`config.mk`:
```
export PLATFORM = sky130hd
export DESIGN_NAME = input_supply_lockout_monitor
export DESIGN_NICKNAME = d
export VERILOG_FILES = /design/src/rtl/lockout_pkg.sv /design/src/rtl/sync_bits.sv /design/src/rtl/lockout_channel.sv /design/src/rtl/input_supply_lockout_monitor.sv
export SDC_FILE = /design/constraint.sdc
export NUM_CORES = 1
export LEC_CHECK = 0
export ABC_AREA = 1
export BUFFER_PORTS_ARGS = -buffer_cell sky130_fd_sc_hd__buf_2
export CAP_MARGIN = 15
export CORE_MARGIN = 1.5
export CORE_UTILIZATION = 37
export DETAILED_ROUTE_END_ITERATION = 10
export PLACE_DENSITY = 0.65
export SLEW_MARGIN = 25
export SYNTH_ARGS = -nofsm -noshare
export SYNTH_HDL_FRONTEND = slang
export SYNTH_SLANG_ARGS = --single-unit
```
`constraint.sdc`:
```
create_clock -name clk_i -period 2.75 [get_ports clk_i]
set_input_delay 0.55 -clock clk_i [delete_from_list [all_inputs] [get_ports clk_i]]
set_output_delay 0.55 -clock clk_i [all_outputs]
set_load 0.01 [all_outputs]
```
`src/rtl/lockout_pkg.sv`:
```
// Constants and types shared by the input supply lockout monitor.
`default_nettype none
package lockout_pkg;

  // ****************************************************************
  // Register map, byte addresses on the register bus.
  // ****************************************************************
  localparam int ADR_W = 4;
  localparam logic [ADR_W-1:0] CTRL_OFS = 4'h0;
  localparam logic [ADR_W-1:0] LOW_THR_OFS = 4'h4;
  localparam logic [ADR_W-1:0] HIGH_THR_OFS = 4'h8;
  localparam logic [ADR_W-1:0] FLAG_OFS = 4'hc;

  // ****************************************************************
  // Field layout and reset values.
  // ****************************************************************
  localparam int CODE_W = 4;
  localparam int REG_W = 8;
  localparam int LEVEL_W = 16;
  localparam int NUM_CH = 2;
  localparam int LOW_CH = 0;
  localparam int HIGH_CH = 1;
  localparam logic [REG_W-1:0] CTRL_RST = 8'h00;
  localparam logic [CODE_W-1:0] CODE_RST = 4'h0;
  localparam logic [REG_W-1:0] CTRL_WR_MASK = 8'hbb;

  // ****************************************************************
  // Threshold scale in millivolts.
  // ****************************************************************
  localparam logic [LEVEL_W-1:0] LOW_BASE_MV = 16'h0fa0;
  localparam logic [LEVEL_W-1:0] HIGH_BASE_MV = 16'h2ee0;
  localparam logic [LEVEL_W-1:0] STEP_MV = 16'h07d0;

  // ****************************************************************
  // Lockout control register layout, bit 7 down to bit 0.
  // ****************************************************************
  typedef struct packed {
    logic low_lock_enable;
    logic low_event_status;
    logic low_rise_edge_select;
    logic low_fall_edge_select;
    logic high_lock_enable;
    logic high_event_status;
    logic high_rise_edge_select;
    logic high_fall_edge_select;
  } lockout_control_t;

  // Edge selection handed to one lockout channel.
  typedef struct packed {
    logic rise_select;
    logic fall_select;
  } edge_select_t;

endpackage
`default_nettype wire

```
`src/rtl/sync_bits.sv`:
```
// Two-stage synchroniser for a vector of asynchronous levels.
`default_nettype none
module sync_bits #(
  parameter int WIDTH = 2
) (
  input wire logic clk_i,
  input wire logic rst_i,
  input wire logic [WIDTH-1:0] async_i,
  output logic [WIDTH-1:0] sync_o
);

  logic [WIDTH-1:0] meta_r;
  logic [WIDTH-1:0] meta_nxt;
  logic [WIDTH-1:0] sync_r;
  logic [WIDTH-1:0] sync_nxt;

  always_comb begin
    meta_nxt = async_i;
    sync_nxt = meta_r;
  end

  always_ff @(posedge clk_i) begin
    if (rst_i) begin
      meta_r <= '0;
      sync_r <= '0;
    end else begin
      meta_r <= meta_nxt;
      sync_r <= sync_nxt;
    end
  end

  assign sync_o = sync_r;

endmodule
`default_nettype wire

```
`src/rtl/lockout_channel.sv`:
```
// One lockout channel: condition flag with optional edge capture and status.
`default_nettype none
module lockout_channel
  import lockout_pkg::*;
(
  input wire logic clk_i,
  input wire logic rst_i,
  input wire logic cond_i,
  input wire edge_select_t sel_i,
  output logic flag_o,
  output logic status_o
);

  logic cond_d_r;
  logic cond_d_nxt;
  logic flag_r;
  logic flag_nxt;
  logic status_r;
  logic status_nxt;
  logic edge_hit;

  always_comb begin
    cond_d_nxt = cond_i;
    edge_hit = (sel_i.rise_select & cond_i & ~cond_d_r) | (sel_i.fall_select & ~cond_i & cond_d_r); // RL18
    flag_nxt = cond_i | edge_hit; // RL1 RL2 RL4 RL5 RL7 RL8 RL10
    status_nxt = cond_i; // RL15 RL16
  end

  always_ff @(posedge clk_i) begin
    if (rst_i) begin
      cond_d_r <= 1'b0;
      flag_r <= 1'b0;
      status_r <= 1'b0;
    end else begin
      cond_d_r <= cond_d_nxt;
      flag_r <= flag_nxt;
      status_r <= status_nxt;
    end
  end

  assign flag_o = flag_r;
  assign status_o = status_r;

endmodule
`default_nettype wire

```
`src/rtl/input_supply_lockout_monitor.sv`:
```
// Input supply lockout monitor: comparator handling, gate gating, Wishbone registers.
//
// Added by the designer: the Wishbone interface to the registers and the register addresses.
`default_nettype none
//
// Contract
// RL1 - Set low flag while supply below threshold.
// RL2 - Low flag clears itself above threshold.
// RL3 - Low lock enabled: gates off while below.
// RL4 - Low flag sets regardless of lock enable.
// RL5 - Flags ignore interrupt enables entirely.
// RL6 - Low code: 4V plus 2V per step.
// RL7 - Set high flag while supply above threshold.
// RL8 - High flag clears itself below threshold.
// RL9 - High lock enabled: gates off while above.
// RL10 - High flag sets regardless of lock enable.
// RL11 - High code: 12V plus 2V per step.
// RL12 - Software programs both thresholds after power-up.
// RL13 - Software keeps low below high threshold.
// RL14 - Threshold upper bits read zero, unwritable.
// RL15 - Read-only low event status bit.
// RL16 - Read-only high event status bit.
// RL17 - Control register layout, all reset zero.
// RL18 - Edge selects also set flags on transitions.
// RL19 - Comparators pass two-stage synchroniser first.
// RL20 - Gate-off is OR of enabled conditions.
module input_supply_lockout_monitor
  import lockout_pkg::*;
(
  input wire logic clk_i,
  input wire logic rst_i,
  input wire logic wb_cyc_i,
  input wire logic wb_stb_i,
  input wire logic wb_we_i,
  input wire logic [ADR_W-1:0] wb_adr_i,
  input wire logic [3:0] wb_sel_i,
  input wire logic [31:0] wb_dat_i,
  output logic [31:0] wb_dat_o,
  output logic wb_ack_o,
  input wire logic low_cmp_i,
  input wire logic high_cmp_i,
  input wire logic hs_pwm_i,
  input wire logic ls_pwm_i,
  output logic high_side_gate_o,
  output logic low_side_gate_o,
  output logic gate_off_o,
  output logic [CODE_W-1:0] low_threshold_code_o,
  output logic [CODE_W-1:0] high_threshold_code_o,
  output logic [LEVEL_W-1:0] low_level_mv_o,
  output logic [LEVEL_W-1:0] high_level_mv_o,
  output logic vin_low_flag_o,
  output logic vin_high_flag_o
);

  // ****************************************************************
  // Comparator synchronisation.
  // ****************************************************************
  logic [NUM_CH-1:0] cmp_sync;
  logic [NUM_CH-1:0] flag;
  logic [NUM_CH-1:0] status;
  edge_select_t [NUM_CH-1:0] edge_sel;

  sync_bits #(
    .WIDTH(NUM_CH)
  ) u_sync (
    .clk_i(clk_i),
    .rst_i(rst_i),
    .async_i({high_cmp_i, low_cmp_i}), // RL19
    .sync_o(cmp_sync)
  );

  // ****************************************************************
  // Registers.
  // ****************************************************************
  lockout_control_t ctrl_r;
  lockout_control_t ctrl_nxt;
  logic [CODE_W-1:0] low_code_r;
  logic [CODE_W-1:0] low_code_nxt;
  logic [CODE_W-1:0] high_code_r;
  logic [CODE_W-1:0] high_code_nxt;
  logic ack_r;
  logic ack_nxt;
  logic [31:0] dat_r;
  logic [31:0] dat_nxt;
  logic req;
  logic wr;
  lockout_control_t ctrl_view;

  assign edge_sel[LOW_CH] = '{rise_select: ctrl_r.low_rise_edge_select,
                              fall_select: ctrl_r.low_fall_edge_select};
  assign edge_sel[HIGH_CH] = '{rise_select: ctrl_r.high_rise_edge_select,
                               fall_select: ctrl_r.high_fall_edge_select};

  // ****************************************************************
  // Lockout channels, one per comparator.
  // ****************************************************************
  generate
    for (genvar ch = 0; ch < NUM_CH; ch++) begin : g_ch
      lockout_channel u_ch (
        .clk_i(clk_i),
        .rst_i(rst_i),
        .cond_i(cmp_sync[ch]),
        .sel_i(edge_sel[ch]),
        .flag_o(flag[ch]),
        .status_o(status[ch])
      );
    end
  endgenerate

  // ****************************************************************
  // Wishbone slave.
  // ****************************************************************
  always_comb begin
    req = wb_cyc_i & wb_stb_i & ~ack_r;
    wr = req & wb_we_i & wb_sel_i[0];
    ack_nxt = req;
    ctrl_view = ctrl_r;
    ctrl_view.low_event_status = status[LOW_CH]; // RL15
    ctrl_view.high_event_status = status[HIGH_CH]; // RL16
    ctrl_nxt = ctrl_r;
    low_code_nxt = low_code_r;
    high_code_nxt = high_code_r;
    if (wr) begin
      case (wb_adr_i)
        CTRL_OFS: begin
          ctrl_nxt = lockout_control_t'(wb_dat_i[REG_W-1:0] & CTRL_WR_MASK); // RL17
        end
        LOW_THR_OFS: begin
          low_code_nxt = wb_dat_i[CODE_W-1:0]; // RL14
        end
        HIGH_THR_OFS: begin
          high_code_nxt = wb_dat_i[CODE_W-1:0]; // RL14
        end
        default: begin
          ctrl_nxt = ctrl_r;
        end
      endcase
    end
    dat_nxt = '0;
    if (req && !wb_we_i) begin
      case (wb_adr_i)
        CTRL_OFS: begin
          dat_nxt = {24'h000000, ctrl_view}; // RL17
        end
        LOW_THR_OFS: begin
          dat_nxt = {28'h0000000, low_code_r}; // RL14
        end
        HIGH_THR_OFS: begin
          dat_nxt = {28'h0000000, high_code_r}; // RL14
        end
        FLAG_OFS: begin
          dat_nxt = {30'h0000000, flag[HIGH_CH], flag[LOW_CH]}; // RL5
        end
        default: begin
          dat_nxt = '0;
        end
      endcase
    end
  end

  always_ff @(posedge clk_i) begin
    if (rst_i) begin
      ctrl_r <= lockout_control_t'(CTRL_RST); // RL17
      low_code_r <= CODE_RST;
      high_code_r <= CODE_RST;
      ack_r <= 1'b0;
      dat_r <= '0;
    end else begin
      ctrl_r <= ctrl_nxt;
      low_code_r <= low_code_nxt;
      high_code_r <= high_code_nxt;
      ack_r <= ack_nxt;
      dat_r <= dat_nxt;
    end
  end

  // ****************************************************************
  // Gate-off path and threshold levels.
  // ****************************************************************
  logic off_r;
  logic off_nxt;
  logic hs_r;
  logic hs_nxt;
  logic ls_r;
  logic ls_nxt;
  logic [LEVEL_W-1:0] low_mv_r;
  logic [LEVEL_W-1:0] low_mv_nxt;
  logic [LEVEL_W-1:0] high_mv_r;
  logic [LEVEL_W-1:0] high_mv_nxt;

  always_comb begin
    off_nxt = (ctrl_r.low_lock_enable & cmp_sync[LOW_CH]) // RL3 RL20
            | (ctrl_r.high_lock_enable & cmp_sync[HIGH_CH]); // RL9 RL20
    hs_nxt = hs_pwm_i & ~off_nxt; // RL3 RL9
    ls_nxt = ls_pwm_i & ~off_nxt; // RL3 RL9
    low_mv_nxt = LOW_BASE_MV + LEVEL_W'(STEP_MV * LEVEL_W'(low_code_r)); // RL6
    high_mv_nxt = HIGH_BASE_MV + LEVEL_W'(STEP_MV * LEVEL_W'(high_code_r)); // RL11
  end

  always_ff @(posedge clk_i) begin
    if (rst_i) begin
      off_r <= 1'b0;
      hs_r <= 1'b0;
      ls_r <= 1'b0;
      low_mv_r <= LOW_BASE_MV;
      high_mv_r <= HIGH_BASE_MV;
    end else begin
      off_r <= off_nxt;
      hs_r <= hs_nxt;
      ls_r <= ls_nxt;
      low_mv_r <= low_mv_nxt;
      high_mv_r <= high_mv_nxt;
    end
  end

  assign wb_ack_o = ack_r;
  assign wb_dat_o = dat_r;
  assign gate_off_o = off_r;
  assign high_side_gate_o = hs_r;
  assign low_side_gate_o = ls_r;
  assign low_threshold_code_o = low_code_r;
  assign high_threshold_code_o = high_code_r;
  assign low_level_mv_o = low_mv_r;
  assign high_level_mv_o = high_mv_r;
  assign vin_low_flag_o = flag[LOW_CH];
  assign vin_high_flag_o = flag[HIGH_CH];

endmodule
`default_nettype wire

```
After elaboration in Yosys (flattened, before gate mapping)
Index checks and enable logic that the tools add are counted.

cells by class
  $mul = 2
  bitwise logic cells = 28
  mux-type cells = 1
  reduce and logical (&&, ||, !) cells = 7
  equal/unequal tests = 3
  $add $sub $neg = 2

operators with widths
  operator                                                               count
  8-bit one-hot mux with 4 select lines                                  1
  7-bit by 4-bit multiplier with 11-bit output, first input constant     2
  12-bit by 15-bit adder with 16-bit output, first input constant        1
  14-bit by 15-bit adder with 16-bit output, first input constant        1
  1-bit AND                                                              16
  4-bit equality test, second input constant                             2
  1-bit inverter                                                         7
  2-bit AND reduction                                                    3
  1-bit bitwise OR                                                       5
  4-bit by 3-bit equality test with 1-bit output, second input constant  1
  4-bit zero test                                                        1
  2-bit OR reduction                                                     1
  1-bit logical AND                                                      1
  1-bit zero test                                                        1

storage, ports and cells
  output and inout port bits = 78
  register bits after elaboration = 90
  word-level logic and storage cells = 64
  bits of input ports = 49

Logic depth before layout (Yosys ltp)
Gate-level depths: netlist (run 1).

  depth after elaboration = 5
  mapped depth = 17
  mapped depth without buffers = 17

Cells and area by module
Synthesis (run 1) repeated with hierarchy kept, for this count alone.

unflattened totals
  cell total of the unflattened synthesis = 484
  area, all modules = 3627.2 µm²

by module, submodules not included
  module                        instances  cells an instance  area an instance (µm²)
  input_supply_lockout_monitor  1          458                3377.0
  lockout_channel               2          7                  70.1
  sync_bits                     1          12                 110.1

Least setup slack after synthesis (run 1)
OpenSTA, ideal clock, no wires.

  kind = register -> register
  start = register low_code_r[1], in the netlist low_threshold_code_o[1]
  end = register low_mv_r[14], in the netlist low_level_mv_o[14]
  setup time = 0.115 ns
  setup slack = -0.071 ns
  clock period less this slack = 2.821 ns
  path buffers = 0
  data arrival time = 2.706 ns
  cell stages (with the launch flop) = 14
  cell sequence = dfxtp_1 -> fa_1 -> inv_1 -> fa_1 -> inv_1 -> ha_1 -> xnor2_1 -> nor2_2 -> nand3_1 -> nand2_1 -> inv_2 -> nand3_2 -> nand2_1 -> nor2_1

between the ends
  longest elaborated chain between the ends = 2

ends and longest elaborated chain
  element                                       line                                 RTL
  from (decl)                                   input_supply_lockout_monitor.sv:77   logic [CODE_W-1:0] low_code_r;
  from (signal assigned)                        input_supply_lockout_monitor.sv:170  low_code_r <= low_code_nxt;
  7-bit by 4-bit multiplier with 11-bit output  input_supply_lockout_monitor.sv:196  low_mv_nxt = LOW_BASE_MV + LEVEL_W'(STEP_MV * LEVEL_W'(low_code_r));
  12-bit by 15-bit adder with 16-bit output     input_supply_lockout_monitor.sv:196
  to (signal assigned)                          input_supply_lockout_monitor.sv:211  low_mv_r <= low_mv_nxt;
  to (decl)                                     input_supply_lockout_monitor.sv:186  logic [LEVEL_W-1:0] low_mv_r;

Every way passes these cells.
A chain may end at the register's enable or synchronous reset.

Worst setup path after layout (run 1)
  start = register high_code_r[2], in the netlist high_threshold_code_o[2]
  end = register high_mv_r[15], in the netlist high_level_mv_o[15]

between the ends
  longest elaborated chain between the ends = 2

ends and longest elaborated chain
  element                                       line                                 RTL
  from (decl)                                   input_supply_lockout_monitor.sv:79   logic [CODE_W-1:0] high_code_r;
  from (signal assigned)                        input_supply_lockout_monitor.sv:171  high_code_r <= high_code_nxt;
  7-bit by 4-bit multiplier with 11-bit output  input_supply_lockout_monitor.sv:197  high_mv_nxt = HIGH_BASE_MV + LEVEL_W'(STEP_MV * LEVEL_W'(high_code_r));
  14-bit by 15-bit adder with 16-bit output     input_supply_lockout_monitor.sv:197
  to (signal assigned)                          input_supply_lockout_monitor.sv:212  high_mv_r <= high_mv_nxt;
  to (decl)                                     input_supply_lockout_monitor.sv:188  logic [LEVEL_W-1:0] high_mv_r;

Every way passes these cells.

==> run_results.csv, run 1 <==
group,metric,value,unit
outcome,status,"finished with violations",
outcome,violations,"negative setup slack",
synthesis,synth-compound-area-share,0.0898,
grt,grt_start_max_net_pins,30,
timing,min_period,2.77,ns
layout,final_common_cell,"buf_2",
grt,antenna_found_initial,0,
drt,drt_wl_total,8180,um
layout,final_cell_mix,"buf_2 (66), nand2_1 (60), inv_1 (59)",
place,pre_cts_slack,-0.0531,ns
layout,drive_gt1_frac,0.340,
setup_path,start_kind,"flop",
setup_path,r2r_start,"high_threshold_code_o[2]",
synthesis,ys_ff_latch,58,
setup_path,reg2reg_depth,14,
drt,dr_total_vias,3172,
min_path,hold_path_class,"in2reg",
drt,drt_iter0_drc,96,
clock_network,clk_latency,0.35,ns
flow_run,cap_violations,0,
clock_network,clock_sink_count,58,
layout,fin_nets,660,
timing,clock_skew,0.00824,ns
timing,max-slew-margin-rel,0.409,
min_path,hold_depth,3,
clock_network,clkTransAtPathRegs,0.08,ns
setup_path,path_max_fanout,4,
synthesis,synth_fa_ha_area_frac,0.185,
min_path,worstHoldStart,"low_cmp_i",
timing,setup_viol,2,
timing,tightest_slew,0.885,ns
clock_network,h-tree-depth,3,
drt,drt_pass1_iterations,4,
floorplanning,ios,127,
layout,diodes,0,
clock_network,cts_tree,"built",
layout,final_cell_area,4600,sq um
grt,grt_pass1_wl,12900,um
timing,rsz0062_at_grt,"true",
clock_network,cts_buffer_depth,2,
floorplanning,die_y,102,um
synthesis,seq_area_frac_synth,0.322,
synthesis,synth.mux.area_fraction,0,
setup_path,r2r_end,"high_level_mv_o[15]",
drt,viasPerCell,4.53,
layout,fillerInstances,944,
synthesis,synthSimpleGateAreaFrac,0.238,
floorplanning,start_util,0.387,
setup_path,critPathKind,"reg2reg",
setup_path,worstSetupStartpoint,"high_threshold_code_o[2]",
grt,grt_pass1_vias,2921,
synthesis,synthCells,470,
timing,min_period_over_period,1.01,
floorplanning,die_x,102,um
synthesis,synth_top_family_by_area,"simple AND/OR/NAND/NOR gates",
drt,drc,0,
setup_path,end_kind,"flop",
synthesis,synth_area,3610,sq um
timing,slew_viol_final,0,
pwr,total_power,1.88,mW
pwr,leakage,2.43,nW
place,placed_cell_area,4130,sq um
synthesis,synth_xor_area_frac,0.00694,
timing,final_hold_viol_count,0,
place,portBuffers,66,
grt,grtUsageTotal,0.159,
clock_network,cts_hold_buffers,0,
synthesis,syn_avg_cell_area,7.67,sq um
clock_network,cts_buffers,9,
place,place.gp.congestion,0.867,
place,place_hpwl,6010,um
grt,overflow,0,
pwr,power.density,410,nW/um^2
floorplanning,rows,35,
synthesis,ys_types,33,
drt,routedWlPerCell,11.7,um
setup_path,worst_ep_required_time,3.03,ns
setup_path,reg2reg_slack,-0.02,ns
clock_network,cts_root_buf,"clkbuf_8",
layout,area_growth,27.4,%
pwr,peakVddDrop,221,uV
timing,worst_slack,-0.0226,ns
timing,fmaxAchievable,361,MHz
floorplanning,fp.coreArea,9330,sq um
min_path,min_to,"u_sync.meta_r[0]",
floorplanning,die_area,10400,sq um
drt,ant_nets,0,
setup_path,crit_arrival,3.05,ns
synthesis,synth_warnings,0,
synth_stat cells (all sizes together):
master / n / area [sq um]
a21oi: 25 / 133
a221oi: 2 / 17.5
a31oi: 1 / 6.26
buf: 35 / 263
clkbuf: 4 / 15.0
conb: 1 / 3.75
dfxtp: 58 / 1160
fa: 14 / 280
ha: 31 / 388
inv: 76 / 290
nand2: 88 / 340
nand3: 33 / 170
nand3b: 2 / 15.0
nand4: 8 / 50.1
nor2: 56 / 239
nor3: 4 / 42.5
o21ai: 25 / 129
o21bai: 2 / 15.0
o221ai: 2 / 17.5
o22ai: 1 / 6.26
xnor2: 1 / 8.76
xor2: 1 / 16.3
area by class of cell:
type                            instances  area [sq um]  share of cell area
Timing Repair Buffer                   93           533               0.116
Clock inverter                          7           103              0.0223
Tap cell                              129           161              0.0351
Inverter                               76           293              0.0637
Sequential cell                        58          1170               0.255
Clock buffer                            9           124              0.0269
Multi-Input combinational cell        328          2210               0.481
through the flow:
stage,instances,setup TNS [ns],util,hold WS (ns)
after floorplan,501,0,-,0.388
after global placement,679,-0.0368,0.442,0.391
after detailed placement,679,-0.150,0.442,0.395
after CTS,696,0,0.473,0.390
after global routing,700,-0.830,0.493,0.392
final,700,-0.0408,0.493,0.401
kinds of logic after synthesis:
| group | after synthesis |
|---|---|
| compound gates | 58 |
| other cells | 1 |
| xor+xnor | 2 |
| buf+inv | 115 |
| simple gates | 191 |
| flops | 58 |
| fa+ha+maj | 45 |
critical path: stages, from the launching register on:
cell,delay (ns)
dfxtp_4,0.36
fa_1,0.57
inv_2,0.07
fa_1,0.50
inv_2,0.05
ha_4,0.30
nand2_2,0.07
inv_2,0.07
nand2_2,0.05
nand2_2,0.08
nand3_2,0.08
nand3b_1,0.15
buf_4,0.13
nand3_1,0.07
a31oi_1,0.16
registers in the layout, summed over array words and instances, names as in the netlist:
name,flops
wb_dat_o,8
low_level_mv_o,12
high_level_mv_o,12
high_side_gate_o,1
gate_off_o,1
wb_ack_o,1
g_ch.u_ch.status_o,1
g_ch.u_ch.cond_d_r,1
high_threshold_code_o,4
u_sync.meta_r,2
ctrl_r,6
u_sync.sync_o,2
low_side_gate_o,1
g_ch.u_ch.flag_o,2
low_threshold_code_o,4
metal layers:
layer,track usage,share of wire,vias to the layer above
li1,-,-,1616
met1,0.198,0.44,1455
met2,0.260,0.48,88
met3,0.0400,0.056,13
met4,0.0673,0.017,0
met5,0,0,-
worst max-delay path by stage:
stage                     cells after the start  slack, ns                  end
after floorplan                              12       0.01   low_level_mv_o[14]
after global placement                       12      -0.02   low_level_mv_o[14]
after detailed placement                     12      -0.05   low_level_mv_o[14]
after CTS                                    15     0.0003   low_level_mv_o[13]
after global routing                         14      -0.14   low_level_mv_o[13]
final                                        14      -0.02  high_level_mv_o[15]
power breakdown:
part / leakage, nW / total, mW / internal (mW) / switching (mW)
Combinational: 1.85 / 0.118 / 0.0369 / 0.0808
Clock: 0.110 / 0.914 / 0.517 / 0.396
Sequential: 0.473 / 0.852 / 0.848 / 0.00349
Total: 2.43 / 1.88 / 1.40 / 0.481
repair_timing:
| action | CTS | global route |
|---|---|---|
| setup buffers | 1 | 4 |
| resized for setup | 13 | 54 |
| gates cloned | 0 | 0 |
| endpoints found under the hold margin | 0 | 0 |
| endpoints found under the setup margin | 5 | 11 |
| pin swaps | 3 | 27 |
No activity file was read; power rests on OpenSTA's default activity.
==> run 2, diff against run 1 <==
CORE_ASPECT_RATIO = 1.25   (was unset)
==> run_results.csv, run 2 (same netlist as run 1, synthesis figures left out) <==
group,metric,value,unit
setup_path,path_max_fanout,4,
layout,area_growth,30.6,%
layout,drive_gt1_frac,0.353,
grt,grtUsageTotal,0.161,
clock_network,clock_sink_count,58,
setup_path,worst_ep_required_time,2.97,ns
timing,worst_slack,0.0529,ns
layout,final_cells,698,
drt,routedWlPerCell,11.6,um
floorplanning,die_x,91.3,um
flow_run,cap_violations,0,
setup_path,critPathKind,"reg2reg",
floorplanning,fp.coreArea,9560,sq um
drt,drt_iter0_drc,107,
timing,min_period,2.70,ns
layout,fillerInstances,913,
drt,drt_pass1_iterations,4,
setup_path,end_kind,"flop",
drt,dr_total_vias,3197,
timing,rsz0062_at_grt,"true",
place,place.gp.congestion,0.830,
grt,overflow,0,
timing,clock_skew,0.00754,ns
pwr,p_seq_frac,0.390,
timing,max-slew-margin-rel,0.428,
clock_network,clk_latency,0.33,ns
grt,grt_start_max_net_pins,30,
pwr,power.density,464,nW/um^2
drt,viasPerCell,4.58,
clock_network,clkTransAtPathRegs,0.06,ns
pwr,peakVddDrop,256,uV
layout,post-route-util,0.493,
layout,final_cell_area,4710,sq um
layout,fin_nets,661,
floorplanning,rows,40,
clock_network,h-tree-depth,3,
setup_path,crit_arrival,2.91,ns
place,place_hpwl,6000,um
layout,final_cell_mix,"buf_2 (66), nand2_1 (57), inv_1 (56)",
floorplanning,ios,127,
timing,final_hold_viol_count,0,
clock_network,cts_buffers,9,
floorplanning,die_y,113,um
timing,min_period_over_period,0.981,
grt,grt_pass1_wl,13100,um
setup_path,start_kind,"flop",
timing,holdWs,0.401,ns
timing,tns,0,ns
drt,ant_nets,0,
pwr,clkPwrFrac,0.555,
pwr,total_power,2.19,mW
outcome,status,"finished, final reports clean",
pwr,comb_power_share,0.055,
place,placed_cell_area,4150,sq um
drt,drc,0,
clock_network,cts_buffer_depth,2,
min_path,hold_path_class,"reg2reg",
clock_network,cts_hold_buffers,0,
layout,diodes,0,
timing,fmaxAchievable,371,MHz
timing,slew_viol_final,0,
timing,setup_viol,0,
place,portBuffers,66,
grt,grt_pass1_vias,3047,
clock_network,cts_root_buf,"clkbuf_16",
floorplanning,die_area,10400,sq um
drt,drt_wl_total,8120,um
grt,antenna_found_initial,0,
setup_path,reg2reg_slack,0.05,ns
layout,final_common_cell,"buf_2",
pwr,leakage,2.47,nW
timing,tightest_slew,0.857,ns
place,pre_cts_slack,-0.105,ns
clock_network,cts_tree,"built",
place,placed_cells,679,
floorplanning,start_util,0.377,
pwr,power.switching,0.499,mW
pwr,p_int,1.69,mW
pwr,swShare,0.228,
run 2: worst max-delay path, stage by stage (launching register included):
cell and delay [ns]:
dfxtp_4 0.36, fa_1 0.54, inv_2 0.06, fa_1 0.50, ha_4 0.33, inv_2 0.06
nor2_4 0.13, nand3_2 0.09, nand3_2 0.06, nand2_1 0.06, nand2_2 0.07, nand2_1 0.06
inv_2 0.08, nand3_2 0.05, nand2_1 0.06, nor2_1 0.06
run 2: final cells by class:
cell class	instances	area, sq um	area share
tap	126	158	0.0335
clock buffer	9	225	0.0478
clock inverter	7	101	0.0215
timing repair buffer	94	541	0.115
sequential	58	1170	0.249
inverter	76	290	0.0616
multi-input combinational	328	2220	0.472
run 2: what timing repair did:
action / 4_1_cts / 5_1_grt
resized for setup: 13 / 60
buffers inserted: 1 / 2
pin swaps: 3 / 34
endpoints found under the setup margin: 9 / 11
run 2: power by group through the flow:
stage	registers (mW)	logic, mW	clock network, mW
finish	0.854	0.119	1.21
global route	0.854	0.132	1.29
CTS	0.853	0.116	1.25
detailed placement	0.874	0.115	0
global placement	0.873	0.112	0
floorplan	0.878	0.100	0
run 2: per-layer routing:
metal  GRT usage  up-vias  wire [um]
li1            -     1615          -
met4      0.0719        0        107
met1       0.164     1489       3110
met5           0        -          0
met3      0.0347        7        436
met2       0.311       86       4470
run 2: path summary, 6_finish.rpt:
check | start | endpoint | depth (start not counted)
setup reg to reg | low_threshold_code_o[2] | low_level_mv_o[14] | 15
hold reg to reg | u_sync.meta_r[1] | u_sync.sync_o[1] | 2
setup / recovery | low_threshold_code_o[2] | low_level_mv_o[14] | 15
hold / removal | u_sync.meta_r[1] | u_sync.sync_o[1] | 2
==> run 3, diff against run 2 <==
PLACE_DENSITY = 0.62   (was 0.65)
clock period = 3.06 ns   (was 2.75 ns; I/O delays follow)
==> run_results.csv, run 3 (same netlist as run 1, synthesis figures left out) <==
group,metric,value,unit
setup_path,cpPeakStageDelay,0.58,ns
min_path,hold_path_class,"reg2reg",
pwr,swShare,0.219,
floorplanning,die_area,10400,sq um
pwr,power.density,429,nW/um^2
timing,worst_slack,0.167,ns
setup_path,cp_slowest_cell,"fa_1",
layout,diodes,0,
timing,final_hold_viol_count,0,
layout,final_cells,682,
grt,grt_start_max_net_pins,30,
pwr,leakage,2.36,nW
clock_network,clkTransAtPathRegs,0.05,ns
timing,tightest_slew,0.843,ns
clock_network,cts_buffers,9,
timing,slew_viol_final,0,
layout,area_growth,21.1,%
place,place.gp.congestion,0.847,
drt,drt_iter0_drc,69,
timing,max-slew-margin-rel,0.437,
grt,grt_pass1_vias,2851,
setup_path,path_common_cell,"nand2_1",
layout,final_cell_mix,"nand2_1 (84), inv_1 (69), buf_2 (66)",
timing,tns,0,ns
timing,clock_skew,0.00493,ns
pwr,clkPwrFrac,0.536,
grt,overflow,0,
floorplanning,fp.coreArea,9560,sq um
flow_run,cap_violations,0,
setup_path,start_kind,"flop",
grt,antenna_found_initial,0,
clock_network,cts_hold_buffers,0,
drt,wl_met3,378,um
clock_network,cts_tree,"built",
floorplanning,ios,127,
pwr,peakVddDrop,254,uV
setup_path,end_kind,"flop",
floorplanning,rows,40,
timing,rsz0062_at_grt,"false",
timing,fmaxAchievable,346,MHz
clock_network,clock_sink_count,58,
drt,routedWlPerCell,11.1,um
grt,grt_pass1_wl,12500,um
timing,min_period,2.89,ns
place,portBuffers,66,
drt,viasPerCell,4.50,
layout,fillerInstances,959,
outcome,status,"finished, final reports clean",
clock_network,h-tree-depth,3,
floorplanning,start_util,0.377,
drt,route.met2.wl,3880,um
setup_path,path_max_fanout,5,
clock_network,cts_buffer_depth,2,
layout,drive_gt1_frac,0.225,
timing,setup_viol,0,
grt,grtUsageTotal,0.154,
clock_network,clk_latency,0.32,ns
place,pre_cts_slack,0.140,ns
pwr,power.switching,0.410,mW
pwr,p_int,1.47,mW
clock_network,cts_root_buf,"clkbuf_16",
layout,seqCellArea,1160,sq um
floorplanning,die_y,113,um
layout,final_common_cell,"nand2_1",
setup_path,critPathKind,"reg2reg",
layout,multi_input_area,2030,sq um
drt,drt_wl_total,7540,um
setup_path,crit_arrival,3.15,ns
drt,met1_length,3110,um
setup_path,path_cells,"fa_1, inv_1, fa_1, inv_1, ha_2, nand2_1, inv_1, nand2_1, nand2_1, nand2_1, nand2_1, nand3_1, nand2_1, inv_2, nand3_2, nand2_1, nor2_1",
floorplanning,die_x,91.3,um
place,placed_cells,664,
pwr,comb_power_share,0.053,
pwr,p_seq_frac,0.411,
layout,fin_nets,645,
drt,dr_total_vias,3072,
drt,drc,0,
place,place_hpwl,5860,um
setup_path,worst_ep_required_time,3.32,ns
drt,drt_pass1_iterations,4,
drt,highest_layer,"met4",
drt,ant_nets,0,
timing,min_period_over_period,0.945,
-- run 3: cell types whose count changed in the layout (fill, tap and decap cells not counted), sizes merged --
cell | before | now
bufinv | 2 | 1
inv | 78 | 76
clkinv | 1 | 3
clkinvlp | 2 | 1
clkbuf | 9 | 11
buf | 94 | 78
-- run 3: final timing paths --
| check | start | end | slack [ns] | depth (start not counted) |
|---|---|---|---|---|
| worst max-delay path | low_threshold_code_o[2] | low_level_mv_o[14] | 0.17 | 17 |
| worst min-delay path | u_sync.meta_r[1] | u_sync.sync_o[1] | 0.40 | 2 |
| worst max register to register | low_threshold_code_o[2] | low_level_mv_o[14] | 0.17 | 17 |
| worst min register to register | u_sync.meta_r[1] | u_sync.sync_o[1] | 0.40 | 2 |
-- run 3: power by group through the flow --
stage / logic, mW / registers, mW / clock network, mW
CTS: 0.0988 / 0.770 / 1.03
global route: 0.112 / 0.769 / 1.07
finish: 0.0998 / 0.770 / 1.01
global placement: 0.0973 / 0.785 / 0
detailed placement: 0.0983 / 0.785 / 0
floorplan: 0.0896 / 0.789 / 0
-- run 3: area by class of cell --
cell class | instances | area share
Sequential cell | 58 | 0.266
Clock buffer | 11 | 0.0579
Inverter | 76 | 0.0665
Tap cell | 126 | 0.0361
Timing Repair Buffer | 78 | 0.0962
Multi-Input combinational cell | 328 | 0.465
Clock inverter | 5 | 0.0120
-- run 3: what timing repair did --
action	in CTS	in global routing
endpoints found under the hold margin	0	0
buffers inserted	0	2
resized for setup	0	9
endpoints found under the setup margin	0	8
-- run 3: worst max-delay path, delay by kind of cell (launching register included) --
family | cells | cell delay [ns]
fa+ha+maj | 3 | 1.47
buf+inv | 4 | 0.27
flops | 1 | 0.35
simple gates | 10 | 0.75
-- run 3: layer usage --
metal,vias up,global-route usage
met5,-,0
li1,1588,-
met4,0,0.0677
met2,88,0.285
met3,8,0.0367
met1,1388,0.166
-- run 3: through the flow --
stage	hold slack, ns	total power, mW	utilization	area [sq um]
after detailed placement	0.399	0.884	0.419	4010
final	0.403	1.88	0.457	4370
after CTS	0.406	1.90	0.451	4310
after floorplan	0.388	0.878	-	3720
after global placement	0.391	0.882	0.419	4010
after global routing	0.423	1.95	0.457	4370
